### config.mk
export PLATFORM = sky130hd
export DESIGN_NAME = motion_report_registers
export DESIGN_NICKNAME = d
export VERILOG_FILES = /design/src/pkg/motion_report_pkg.sv /design/src/hw/motion_report_registers.sv /design/src/hw/frame_stats_latch.sv
export SDC_FILE = /design/constraint.sdc
export NUM_CORES = 1
export LEC_CHECK = 0
export ABC_AREA = 1
export CAP_MARGIN = 20
export CORE_ASPECT_RATIO = 0.8
export CORE_UTILIZATION = 32
export DETAILED_ROUTE_END_ITERATION = 10
export DONT_BUFFER_PORTS = 1
export PLACE_DENSITY = 0.45
export SLEW_MARGIN = 20
export SYNTH_ARGS = -nofsm -noshare
export SYNTH_HDL_FRONTEND = slang
export SYNTH_SLANG_ARGS = --single-unit
### constraint.sdc
create_clock -name clk -period 5.9 [get_ports clk]
set_input_delay 0.295 -clock clk [delete_from_list [all_inputs] [get_ports clk]]
set_output_delay 0.295 -clock clk [all_outputs]
set_load 0.05 [all_outputs]
### src/pkg/motion_report_pkg.sv
// constants for the motion report and frame statistics registers
package motion_report_pkg;
  localparam logic [7:0] ADDR_SILICON_VERSION = 8'h01;
  localparam logic [7:0] ADDR_MOTION_STATUS = 8'h02;
  localparam logic [7:0] ADDR_X_DISP = 8'h03;
  localparam logic [7:0] ADDR_Y_DISP = 8'h04;
  localparam logic [7:0] ADDR_SURFACE_QUARTER = 8'h05;
  localparam logic [7:0] ADDR_BRIGHTNESS = 8'h06;
  localparam logic [7:0] ADDR_BRIGHTEST = 8'h07;
  localparam int MOTION_BIT = 7;
  localparam int OVERFLOW_BIT = 4;
  localparam int CPI_BIT = 0;
  localparam logic [7:0] RESET_BYTE = 8'h00;
  localparam int ACC_WIDTH = 12;
  localparam int PIXEL_WIDTH = 6;
  localparam int FEATURE_WIDTH = 10;
  localparam int SUM_WIDTH = 16;
  localparam logic [7:0] SURFACE_MAX = 8'ha9;
  localparam logic [7:0] BRIGHTNESS_MAX = 8'hdd;
  // arbitrary neutral value
  localparam logic [7:0] SILICON_VERSION_DEFAULT = 8'h5a;
endpackage

### src/hw/motion_report_registers.sv
// motion report and frame statistics register block
`timescale 1ns/100ps
module motion_report_registers #(
  parameter int ACC_W = motion_report_pkg::ACC_WIDTH,
  parameter logic [7:0] SILICON_VERSION = motion_report_pkg::SILICON_VERSION_DEFAULT
) (
  input wire logic clk,
  input wire logic rstn,
  input wire logic rd_strobe,
  input wire logic [7:0] rd_addr,
  output logic [7:0] rd_data,
  input wire logic motion_valid,
  input wire logic signed [7:0] motion_dx,
  input wire logic signed [7:0] motion_dy,
  input wire logic counts_per_inch_flag,
  input wire logic sleep_state,
  input wire logic frame_done,
  input wire logic [motion_report_pkg::FEATURE_WIDTH-1:0] feature_count,
  input wire logic [motion_report_pkg::SUM_WIDTH-1:0] pixel_sum,
  input wire logic [motion_report_pkg::PIXEL_WIDTH-1:0] pixel_peak
);
  import motion_report_pkg::*;

  initial begin
    if (ACC_W <= 8 || ACC_W > 24) $error("ACC_W must be 9..24");
  end

  localparam logic signed [ACC_W-1:0] ACC_MAX = {1'b0, {(ACC_W-1){1'b1}}};
  localparam logic signed [ACC_W-1:0] ACC_MIN = {1'b1, {(ACC_W-1){1'b0}}};

  // =========================================
  // helpers
  function automatic logic signed [ACC_W-1:0] sat_add(input logic signed [ACC_W-1:0] a,
                                                       input logic signed [7:0] b,
                                                       output logic ovf);
    logic signed [ACC_W:0] s;
    s = {a[ACC_W-1], a} + (ACC_W+1)'(b);
    ovf = 1'b0;
    if (s > (ACC_W+1)'(ACC_MAX)) begin
      ovf = 1'b1;
      return ACC_MAX;
    end else if (s < (ACC_W+1)'(ACC_MIN)) begin
      ovf = 1'b1;
      return ACC_MIN;
    end
    return s[ACC_W-1:0];
  endfunction

  function automatic logic [7:0] clip8(input logic signed [ACC_W-1:0] a);
    if (a > ACC_W'(127)) return 8'h7f;
    if (a < -ACC_W'(128)) return 8'h80;
    return a[7:0];
  endfunction

  function automatic logic at_full(input logic signed [ACC_W-1:0] a);
    return (a == ACC_MAX) || (a == ACC_MIN);
  endfunction

  // =========================================
  // state
  logic signed [ACC_W-1:0] acc_x_q, acc_x_d, acc_y_q, acc_y_d;
  logic [7:0] frz_x_q, frz_x_d, frz_y_q, frz_y_d;
  logic ovf_q, ovf_d, mot_q, mot_d, disp_read_q, disp_read_d;
  logic [7:0] rd_data_d;
  logic [7:0] surface_q, brightness_q, brightest_q;
  logic [7:0] status_byte;
  logic ox, oy;
  logic signed [ACC_W-1:0] nx, ny;

  frame_stats_latch u_stats (
    .clk(clk),
    .rstn(rstn),
    .frame_done(frame_done),
    .feature_count(feature_count),
    .pixel_sum(pixel_sum),
    .pixel_peak(pixel_peak),
    .surface_q(surface_q),
    .brightness_q(brightness_q),
    .brightest_q(brightest_q)
  );

  // =========================================
  // motion accumulation and read side effects
  always_comb begin
    status_byte = 8'h00;
    status_byte[MOTION_BIT] = mot_q;
    status_byte[OVERFLOW_BIT] = ovf_q;
    status_byte[CPI_BIT] = counts_per_inch_flag;
    acc_x_d = acc_x_q;
    acc_y_d = acc_y_q;
    frz_x_d = frz_x_q;
    frz_y_d = frz_y_q;
    ovf_d = ovf_q;
    disp_read_d = disp_read_q;
    ox = 1'b0;
    oy = 1'b0;
    nx = acc_x_q;
    ny = acc_y_q;
    if (rd_strobe) begin
      if (rd_addr == ADDR_MOTION_STATUS) begin
        // freeze: move up to one report out of the accumulators
        frz_x_d = clip8(acc_x_q);
        frz_y_d = clip8(acc_y_q);
        nx = acc_x_q - ACC_W'(signed'(clip8(acc_x_q)));
        ny = acc_y_q - ACC_W'(signed'(clip8(acc_y_q)));
      end else if (rd_addr == ADDR_X_DISP) begin
        frz_x_d = RESET_BYTE;
        disp_read_d = 1'b1;
      end else if (rd_addr == ADDR_Y_DISP) begin
        frz_y_d = RESET_BYTE;
        disp_read_d = 1'b1;
      end
    end
    if (sleep_state) begin
      nx = '0;
      ny = '0;
    end else if (motion_valid) begin
      nx = sat_add(nx, motion_dx, ox);
      ny = sat_add(ny, motion_dy, oy);
    end
    acc_x_d = nx;
    acc_y_d = ny;
    if (disp_read_d && !at_full(nx) && !at_full(ny)) begin
      ovf_d = 1'b0;
      disp_read_d = 1'b0;
    end
    if (ox || oy) begin
      ovf_d = 1'b1;
      disp_read_d = 1'b0;
    end
    // pending while accumulated or frozen motion is unread
    mot_d = (nx != '0) || (ny != '0) || (frz_x_d != 8'h00) || (frz_y_d != 8'h00);
  end

  // =========================================
  // read data
  always_comb begin
    rd_data_d = rd_data;
    if (rd_strobe) begin
      if (rd_addr == ADDR_SILICON_VERSION) begin
        rd_data_d = SILICON_VERSION;
      end else if (rd_addr == ADDR_MOTION_STATUS) begin
        rd_data_d = status_byte;
      end else if (rd_addr == ADDR_X_DISP) begin
        rd_data_d = frz_x_q;
      end else if (rd_addr == ADDR_Y_DISP) begin
        rd_data_d = frz_y_q;
      end else if (rd_addr == ADDR_SURFACE_QUARTER) begin
        rd_data_d = surface_q;
      end else if (rd_addr == ADDR_BRIGHTNESS) begin
        rd_data_d = brightness_q;
      end else if (rd_addr == ADDR_BRIGHTEST) begin
        rd_data_d = brightest_q;
      end else begin
        rd_data_d = 8'h00;
      end
    end
  end

  // =========================================
  // registers
  always_ff @(posedge clk or negedge rstn) begin
    if (!rstn) begin
      acc_x_q <= '0;
      acc_y_q <= '0;
      frz_x_q <= RESET_BYTE;
      frz_y_q <= RESET_BYTE;
      ovf_q <= 1'b0;
      mot_q <= 1'b0;
      disp_read_q <= 1'b0;
      rd_data <= RESET_BYTE;
    end else begin
      acc_x_q <= acc_x_d;
      acc_y_q <= acc_y_d;
      frz_x_q <= frz_x_d;
      frz_y_q <= frz_y_d;
      ovf_q <= ovf_d;
      mot_q <= mot_d;
      disp_read_q <= disp_read_d;
      rd_data <= rd_data_d;
    end
  end
endmodule

### src/hw/frame_stats_latch.sv
// per-frame statistics holding registers, updated together at frame end
`timescale 1ns/100ps
module frame_stats_latch (
  input wire logic clk,
  input wire logic rstn,
  input wire logic frame_done,
  input wire logic [motion_report_pkg::FEATURE_WIDTH-1:0] feature_count,
  input wire logic [motion_report_pkg::SUM_WIDTH-1:0] pixel_sum,
  input wire logic [motion_report_pkg::PIXEL_WIDTH-1:0] pixel_peak,
  output logic [7:0] surface_q,
  output logic [7:0] brightness_q,
  output logic [7:0] brightest_q
);
  import motion_report_pkg::*;
  logic [7:0] surface_d, brightness_d, brightest_d;
  logic [7:0] feat_hi, sum_hi;

  // =========================================
  // next values
  always_comb begin
    feat_hi = feature_count[FEATURE_WIDTH-1 -: 8];
    sum_hi = pixel_sum[SUM_WIDTH-1 -: 8];
    surface_d = surface_q;
    brightness_d = brightness_q;
    brightest_d = brightest_q;
    if (frame_done) begin
      surface_d = (feat_hi > SURFACE_MAX) ? SURFACE_MAX : feat_hi;
      brightness_d = (sum_hi > BRIGHTNESS_MAX) ? BRIGHTNESS_MAX : sum_hi;
      brightest_d = {2'b00, pixel_peak};
    end
  end

  // =========================================
  // registers
  always_ff @(posedge clk or negedge rstn) begin
    if (!rstn) begin
      surface_q <= RESET_BYTE;
      brightness_q <= RESET_BYTE;
      brightest_q <= RESET_BYTE;
    end else begin
      surface_q <= surface_d;
      brightness_q <= brightness_d;
      brightest_q <= brightest_d;
    end
  end
endmodule

### After elaboration in Yosys (flattened, before gate mapping)

Index checks and enable logic that the tools add are counted.

* output and inout port bits: 8
* bits in registers: 73

* mux-type cells: 76
* add/subtract/negate cells: 4
* magnitude comparators: 10
* reduce and logical (&&, ||, !) cells: 15
* eq/ne operators: 11

Operator list (count)
* 8-bit two-way mux: 27
* 12-bit two-way mux: 14
* 12-bit equality test, second input constant: 4
* 1-bit two-way mux: 34
* 8-bit by 3-bit equality test with 1-bit output, second input constant: 4
* 12-bit by 8-bit adder with 13-bit output: 2
* 13-bit by 12-bit greater-than comparator with 1-bit output, second input constant: 2
* 13-bit by 12-bit < comparator with 1-bit output, second input constant: 2
* 12-bit by 8-bit greater-than comparator with 1-bit output, second input constant: 2
* 12-bit by 8-bit < comparator with 1-bit output, second input constant: 2
* 12-bit nonzero test: 2
* 12-bit by 8-bit subtractor with 12-bit output: 2
* 8-bit by 2-bit equality test with 1-bit output, second input constant: 2
* 8-bit greater-than comparator, second input constant: 2
* 8-bit nonzero test: 2
* 8-bit by 1-bit equality test with 1-bit output, second input constant: 1
* 1-bit logical OR: 6
* 6-bit two-way mux: 1
* 1-bit logical AND: 2
* 1-bit logical NOT: 2
* 2-bit nonzero test: 1

### Depth between registers and ports, before layout

* depth after elaboration: 30
* depth in mapped cells: 39
* depth with buffers taken out: 39

### Hierarchy

From an unflattened synthesis, not the netlist that was laid out.

* cell total of the unflattened synthesis: 1075
* area total of the unflattened synthesis: 6811.5 sq um

By module, submodules not included
* motion_report_registers: instances 1, area an instance 5881.9 sq um, sequential area each 1276.2 sq um, cells each 963
* frame_stats_latch: instances 1, area an instance 929.6 sq um, sequential area each 550.5 sq um, cells each 112

### Least setup slack after synthesis

No wires, ideal clock.

* path type: register to register
* from: register acc_y_q[7]
* to: register ovf_q
* setup slack: 1787 ps
* clock period less this slack: 4113 ps
* stages on the path, launching flop included: 33
* required time: 5776 ps
* buffers on the path: 0
* arrival: 3989 ps
* cells stage by stage: dfrtp_1 > inv_1 > o31ai_1 > inv_1 > a21oi_1 > ha_1 > inv_1 > fa_1 > nand3_1 > nand3_1 > xnor2_1 > nand2_1 > o21ai_0 > inv_1 > ha_1 > nand2_1 > nor2_1 > and2_1 > nand2_1 > nand3_1 > nand2_1 > nand2_1 > a21oi_2 > nand2_1 > and2_1 > nand3_1 > nor2_1 > nand2_1 > nand2_1 > nor2_1 > nand3_2 > nand2_1 > nand2_1

* word-level cells in the longest chain between the ends: 26

RTL lines
* start, declared: line motion_report_registers.sv:61 `logic signed [ACC_W-1:0] acc_x_q, acc_x_d, acc_y_q, acc_y_d;`
* start signal, assigned: line motion_report_registers.sv:174 `acc_y_q <= acc_y_d;`
* 12-bit by 8-bit < comparator with 1-bit output: line motion_report_registers.sv:51 `if (a < -ACC_W'(128)) return 8'h80;`
* 1-bit two-way mux (2 in series): line motion_report_registers.sv:51
* 1-bit two-way mux: line motion_report_registers.sv:100 `if (rd_addr == ADDR_MOTION_STATUS) begin`
* 1-bit two-way mux: line motion_report_registers.sv:99 `if (rd_strobe) begin`
* 8-bit two-way mux: line motion_report_registers.sv:52 `return a[7:0];`
* 8-bit two-way mux: line motion_report_registers.sv:51
* 8-bit two-way mux: line motion_report_registers.sv:100
* 8-bit two-way mux: line motion_report_registers.sv:99
* [9 not listed]
* 12-bit two-way mux: line motion_report_registers.sv:46 `return s[ACC_W-1:0];`
* 12-bit two-way mux: line motion_report_registers.sv:117 `end else if (motion_valid) begin`
* 12-bit two-way mux: line motion_report_registers.sv:114 `if (sleep_state) begin`
* 12-bit equality test: line motion_report_registers.sv:56 `return (a == ACC_MAX) || (a == ACC_MIN);`
* 1-bit logical OR: line motion_report_registers.sv:56
* 1-bit logical NOT: line motion_report_registers.sv:123 `if (disp_read_d && !at_full(nx) && !at_full(ny)) begin`
* 1-bit logical AND: line motion_report_registers.sv:123
* 2-bit nonzero test (no line)
* end signal, assigned: line motion_report_registers.sv:177 `ovf_q <= ovf_d;`
* end, declared: line motion_report_registers.sv:63 `logic ovf_q, ovf_d, mot_q, mot_d, disp_read_q, disp_read_d;`

Every way passes the cells marked *; elsewhere a longest branch is shown, timed or not. The select of a mux whose other input is x is not followed.
A chain may end at the register's enable or synchronous reset.

### Worst setup path in the final report

* from: register acc_y_q[10]
* to: register mot_q

* word-level cells in the longest chain between the ends: 25

RTL lines
* 12-bit by 8-bit < comparator with 1-bit output: line motion_report_registers.sv:51
* 1-bit two-way mux (2 in series): line motion_report_registers.sv:51
* 1-bit two-way mux: line motion_report_registers.sv:100
* 1-bit two-way mux: line motion_report_registers.sv:99
* 8-bit two-way mux: line motion_report_registers.sv:52
* 8-bit two-way mux: line motion_report_registers.sv:51
* 8-bit two-way mux: line motion_report_registers.sv:100
* 8-bit two-way mux: line motion_report_registers.sv:99
* [8 not listed]
* 1-bit two-way mux: line motion_report_registers.sv:114
* 12-bit two-way mux: line motion_report_registers.sv:46
* 12-bit two-way mux: line motion_report_registers.sv:117
* 12-bit two-way mux: line motion_report_registers.sv:114
* 12-bit nonzero test: line motion_report_registers.sv:132 `mot_d = (nx != '0) || (ny != '0) || (frz_x_d != 8'h00) || (frz_y_d != 8'h00);`
* 1-bit logical OR (2 in series): line motion_report_registers.sv:132
* 1-bit logical OR (*): line motion_report_registers.sv:132
* via mot_d: line motion_report_registers.sv:63
* end signal, assigned: line motion_report_registers.sv:178 `mot_q <= mot_d;`
* end, declared: line motion_report_registers.sv:63

Mark *: on every way through the listed nets, which the timed path passes. The rest lies on a longest branch. The select of a mux whose other input is x is not followed.

==> flow_summary.yaml <==
sta:
  rsz0062_at_grt: "false"
  hold_viol: 0
  worst_pin_slew_ns: 0.825
  skew_ns: 0.00546
  fin_crit_sh_pct: 84.6
  tns_ns: 0
  worst_slack_ns: 0.907
  final_max_slew_viol_count: 0
  setup_viol: 0
  finalCriticalPeriod_ns: 4.99
  clock.fmax_ghz: 0.200
  slew_headroom_pct: 44.8
placement:
  placed_cells: 1307
  io_buffers: 0
  post_dp_cell_area_um2: 6990
  gp_congestion: 0.858
  pre_cts_ws_ns: 0.840
  dpl.hpwl_um: 16200
logic_synthesis:
  synth.avg_cell_area_um2: 6.40
  synthFlopType: "dfrtp_1"
  synth-edff-count: 0
  synthArstFlopShare_pct: 100
  syn-num-nets: 1165
  ys_seq_area_share_pct: 27.1
  yosys.area.top_type: "dfrtp_1"
  synthesis.area_um2: 6730
  synth.ff_latch_count: 73
  synth_cells: 1052
  synthTopCellsByArea: "dfrtp_1 (27%), nand2_1 (18%), inv_1 (9.8%)"
  synth.distinct_cells: 50
  synth.top_cell.area_share_pct: 27.1
  ys_warn_count: 0
hold_path:
  holdPathEnd: "u_stats.brightness_q[1]"
  hold_path_class: "input port to flop"
  hold_depth: 1
  worstHoldStart: "frame_done"
routing:
  route.detailed.drc: 0
  drt-pass1-iter-count: 7
  viasPerCell: 4.82
  wirelength_um: 19700
  drt-initial-drc-count: 443
  vias: 6386
  ant_nets: 0
  post_drt_wl_per_cell_um: 14.9
clocking:
  cts_resized: 0
  numCtsBuffers: 9
  cts_hold_buf: 2
  insertion_delay_ns: 0.33
  cts_tree: "yes"
  htree_levels: 3
  clockRootBuffer: "clkbuf_16"
  cts.sinks: 73
  post-cts-setup-buffers: 0
  clock_path_buffers: 2
  clk_pin_slew_ns: 0.06
floorplanning:
  rows: 47
  start_util_pct: 32.6
  die_h_um: 132
  io_pins: 71
  coreArea_um2: 20600
  die-area_um2: 21600
  fp.dieW_um: 164
critical_path:
  path_class: "flop to flop"
  cp-end-kind: "flop"
  timing.rr.end: "mot_q"
  path_max_fanout: 7
  critical_path_arrival_ns: 5.19
  cp_data_required_time_ns: 6.10
  worst-r2r-cell-count: 26
  r2r_start: "acc_y_q[10]"
  critPathLaunchType: "flop"
  worst-r2r-setup-slack_ns: 0.91
finish:
  antennaDiodeCount: 0
  drive_gt1_share_pct: 5.21
  fin_area_um2: 7390
  layout.cells.non_filler: 1325
  fin_util_pct: 35.8
  finalNetCount: 1164
  fillers: 2335
  syn_to_final_growth_pct: 9.68
global_route:
  grt_overflow_total: 0
  antenna_found_initial: 0
  grt_pass1_vias: 5963
  grt_pass1_wl_um: 32100
  grt_max_degree: 74
  grt_use_total_pct: 19.1
power_and_ir_drop:
  max-vdd-ir-drop_mv: 0.129
  pwr_density_cell_nw_per_um2: 339
  power_leakage_nw: 4.08
status:
  status: "complete, no violations"
run:
  drv_cap: 0
-- through the flow --
stage	hold slack [ns]	power [mW]
2_1_floorplan	-0.000591	1.56
3_3_place_gp	0.00159	1.85
3_5_place_dp	0.00159	1.84
4_1_cts	0.0447	2.52
5_1_grt	0.0513	2.73
6_report	0.0585	2.50
-- synthesized netlist by cell type, types with 2 or more instances --
cell / n
nand2_1: 324
inv_1: 176
nor2_1: 96
dfrtp_1: 73
a21oi_1: 56
nand3_1: 55
o21ai_0: 51
ha_1: 46
nand4_1: 19
xnor2_1: 11
xor2_1: 11
inv_2: 10
o21ai_1: 10
a31oi_1: 8
nand2_2: 8
clkbuf_1: 6
nor3_1: 6
o21bai_1: 6
o221ai_1: 6
buf_2: 5
o211ai_1: 5
o21a_1: 5
o22ai_1: 5
fa_1: 4
nand3b_1: 4
nor4_1: 4
o2111ai_1: 4
o21ai_2: 4
or2_2: 3
a21oi_2: 2
a221oi_1: 2
and2_1: 2
buf_4: 2
buf_6: 2
nand3_2: 2
nor2_2: 2
nor2_8: 2
nor3_2: 2
or2_0: 2
-- cell families after synthesis --
| kind of cell | count (synthesis) | synth area share, % |
|---|---|---|
| DFF | 73 | 27.1 |
| buffers and inverters | 202 | 11.7 |
| xor gates and xnor gates | 22 | 2.86 |
| AOI/OAI and AO/OA | 170 | 14.7 |
| adders and majority gates | 50 | 9.74 |
| and+or+nand+nor | 535 | 33.9 |
-- worst max-delay path by stage --
stage | cells past startpoint | slack, ns | start | end
after floorplan | 32 | 1.79 | acc_y_q[7] | ovf_q
after global placement | 26 | 0.86 | acc_y_q[10] | mot_q
after detailed placement | 27 | 0.84 | acc_y_q[10] | mot_q
after CTS | 27 | 0.83 | acc_y_q[10] | mot_q
after global routing | 34 | 0.34 | acc_x_q[11] | ovf_q
final | 26 | 0.91 | acc_y_q[10] | mot_q
-- flip-flops by register name, indices dropped and copies added, names as in the netlist --
signal                cells
mot_q                     1
frz_y_q                   8
u_stats.brightness_q      8
frz_x_q                   8
disp_read_q               1
rd_data                   8
acc_x_q                  12
u_stats.brightest_q       6
ovf_q                     1
u_stats.surface_q         8
acc_y_q                  12
-- power breakdown --
part	switching, mW	internal, mW
Sequential	0.0628	0.562
Combinational	0.800	0.425
Clock	0.216	0.437
-- layout by cell type (no fill, tap or decap), drive strengths merged --
| master | Yosys | layout |
|---|---|---|
| nor4 | 4 | 4 |
| clkbuf | 6 | 12 |
| buf | 9 | 2 |
| o221ai | 6 | 6 |
| nand2 | 333 | 333 |
| nand3 | 57 | 57 |
| xnor2 | 11 | 11 |
| fa | 4 | 4 |
| a21boi | 1 | 1 |
| nand3b | 4 | 4 |
| bufinv | 0 | 3 |
| or2 | 6 | 6 |
| a31oi | 8 | 8 |
| a21oi | 58 | 58 |
| dfrtp | 73 | 73 |
| inv | 186 | 186 |
| o2111ai | 4 | 4 |
| o22ai | 5 | 5 |
| nand4 | 19 | 19 |
| a221oi | 2 | 2 |
| dlygate4sd3 | 0 | 1 |
| o21a | 5 | 5 |
| and2 | 2 | 2 |
| o21ai | 65 | 65 |
| nand2b | 1 | 1 |
| nor3 | 8 | 8 |
| a21o | 1 | 1 |
| a41oi | 1 | 1 |
| o21bai | 6 | 6 |
| ha | 46 | 46 |
| a22oi | 1 | 1 |
| o311ai | 1 | 1 |
| o31ai | 1 | 1 |
| nor2 | 101 | 101 |
| o211ai | 5 | 5 |
| clkinv | 1 | 2 |
| xor2 | 11 | 11 |
-- layout make-up --
| class | count | area (um^2) | share of cell area, % |
|---|---|---|---|
| multi-input cells | 777 | 4120 | 55.8 |
| flip-flops and latches | 73 | 1830 | 24.7 |
| inverters | 187 | 702 | 9.50 |
| well taps | 269 | 337 | 4.56 |
| clock buffers | 12 | 256 | 3.47 |
| clock inverters | 4 | 98.8 | 1.34 |
| repair buffers | 3 | 45.0 | 0.610 |
-- metal layers --
metal  GRT usage, %  up-vias  part of all wire, %
met5              0        -                    0
met4           3.24        0                 0.63
met3           2.39        8                  3.1
met2           26.7       93                   40
met1           30.8     2912                   56
li1               -     3373                    -
-- worst max-delay path: stages (launching register included) --
cell      delay, ns
dfrtp_1        0.35
inv_1          0.07
a31oi_1        0.43
o21ai_0        0.27
ha_1           0.43
a21oi_1        0.21
nand2_1        0.16
nand4_1        0.14
nand3_1        0.08
nand2_1        0.07
nand2_1        0.08
a21boi_0       0.34
ha_1           0.38
nand2_1        0.12
inv_1          0.04
a21oi_1        0.21
nand3_1        0.14
nand2_1        0.08
nand2_1        0.08
a21oi_2        0.31
nand2_1        0.09
nand3_1        0.16
nand2_1        0.07
nor2_1         0.11
nand2_1        0.10
nor3_1         0.22
nand4_1        0.11
No activity file was read; power rests on OpenSTA's default activity.
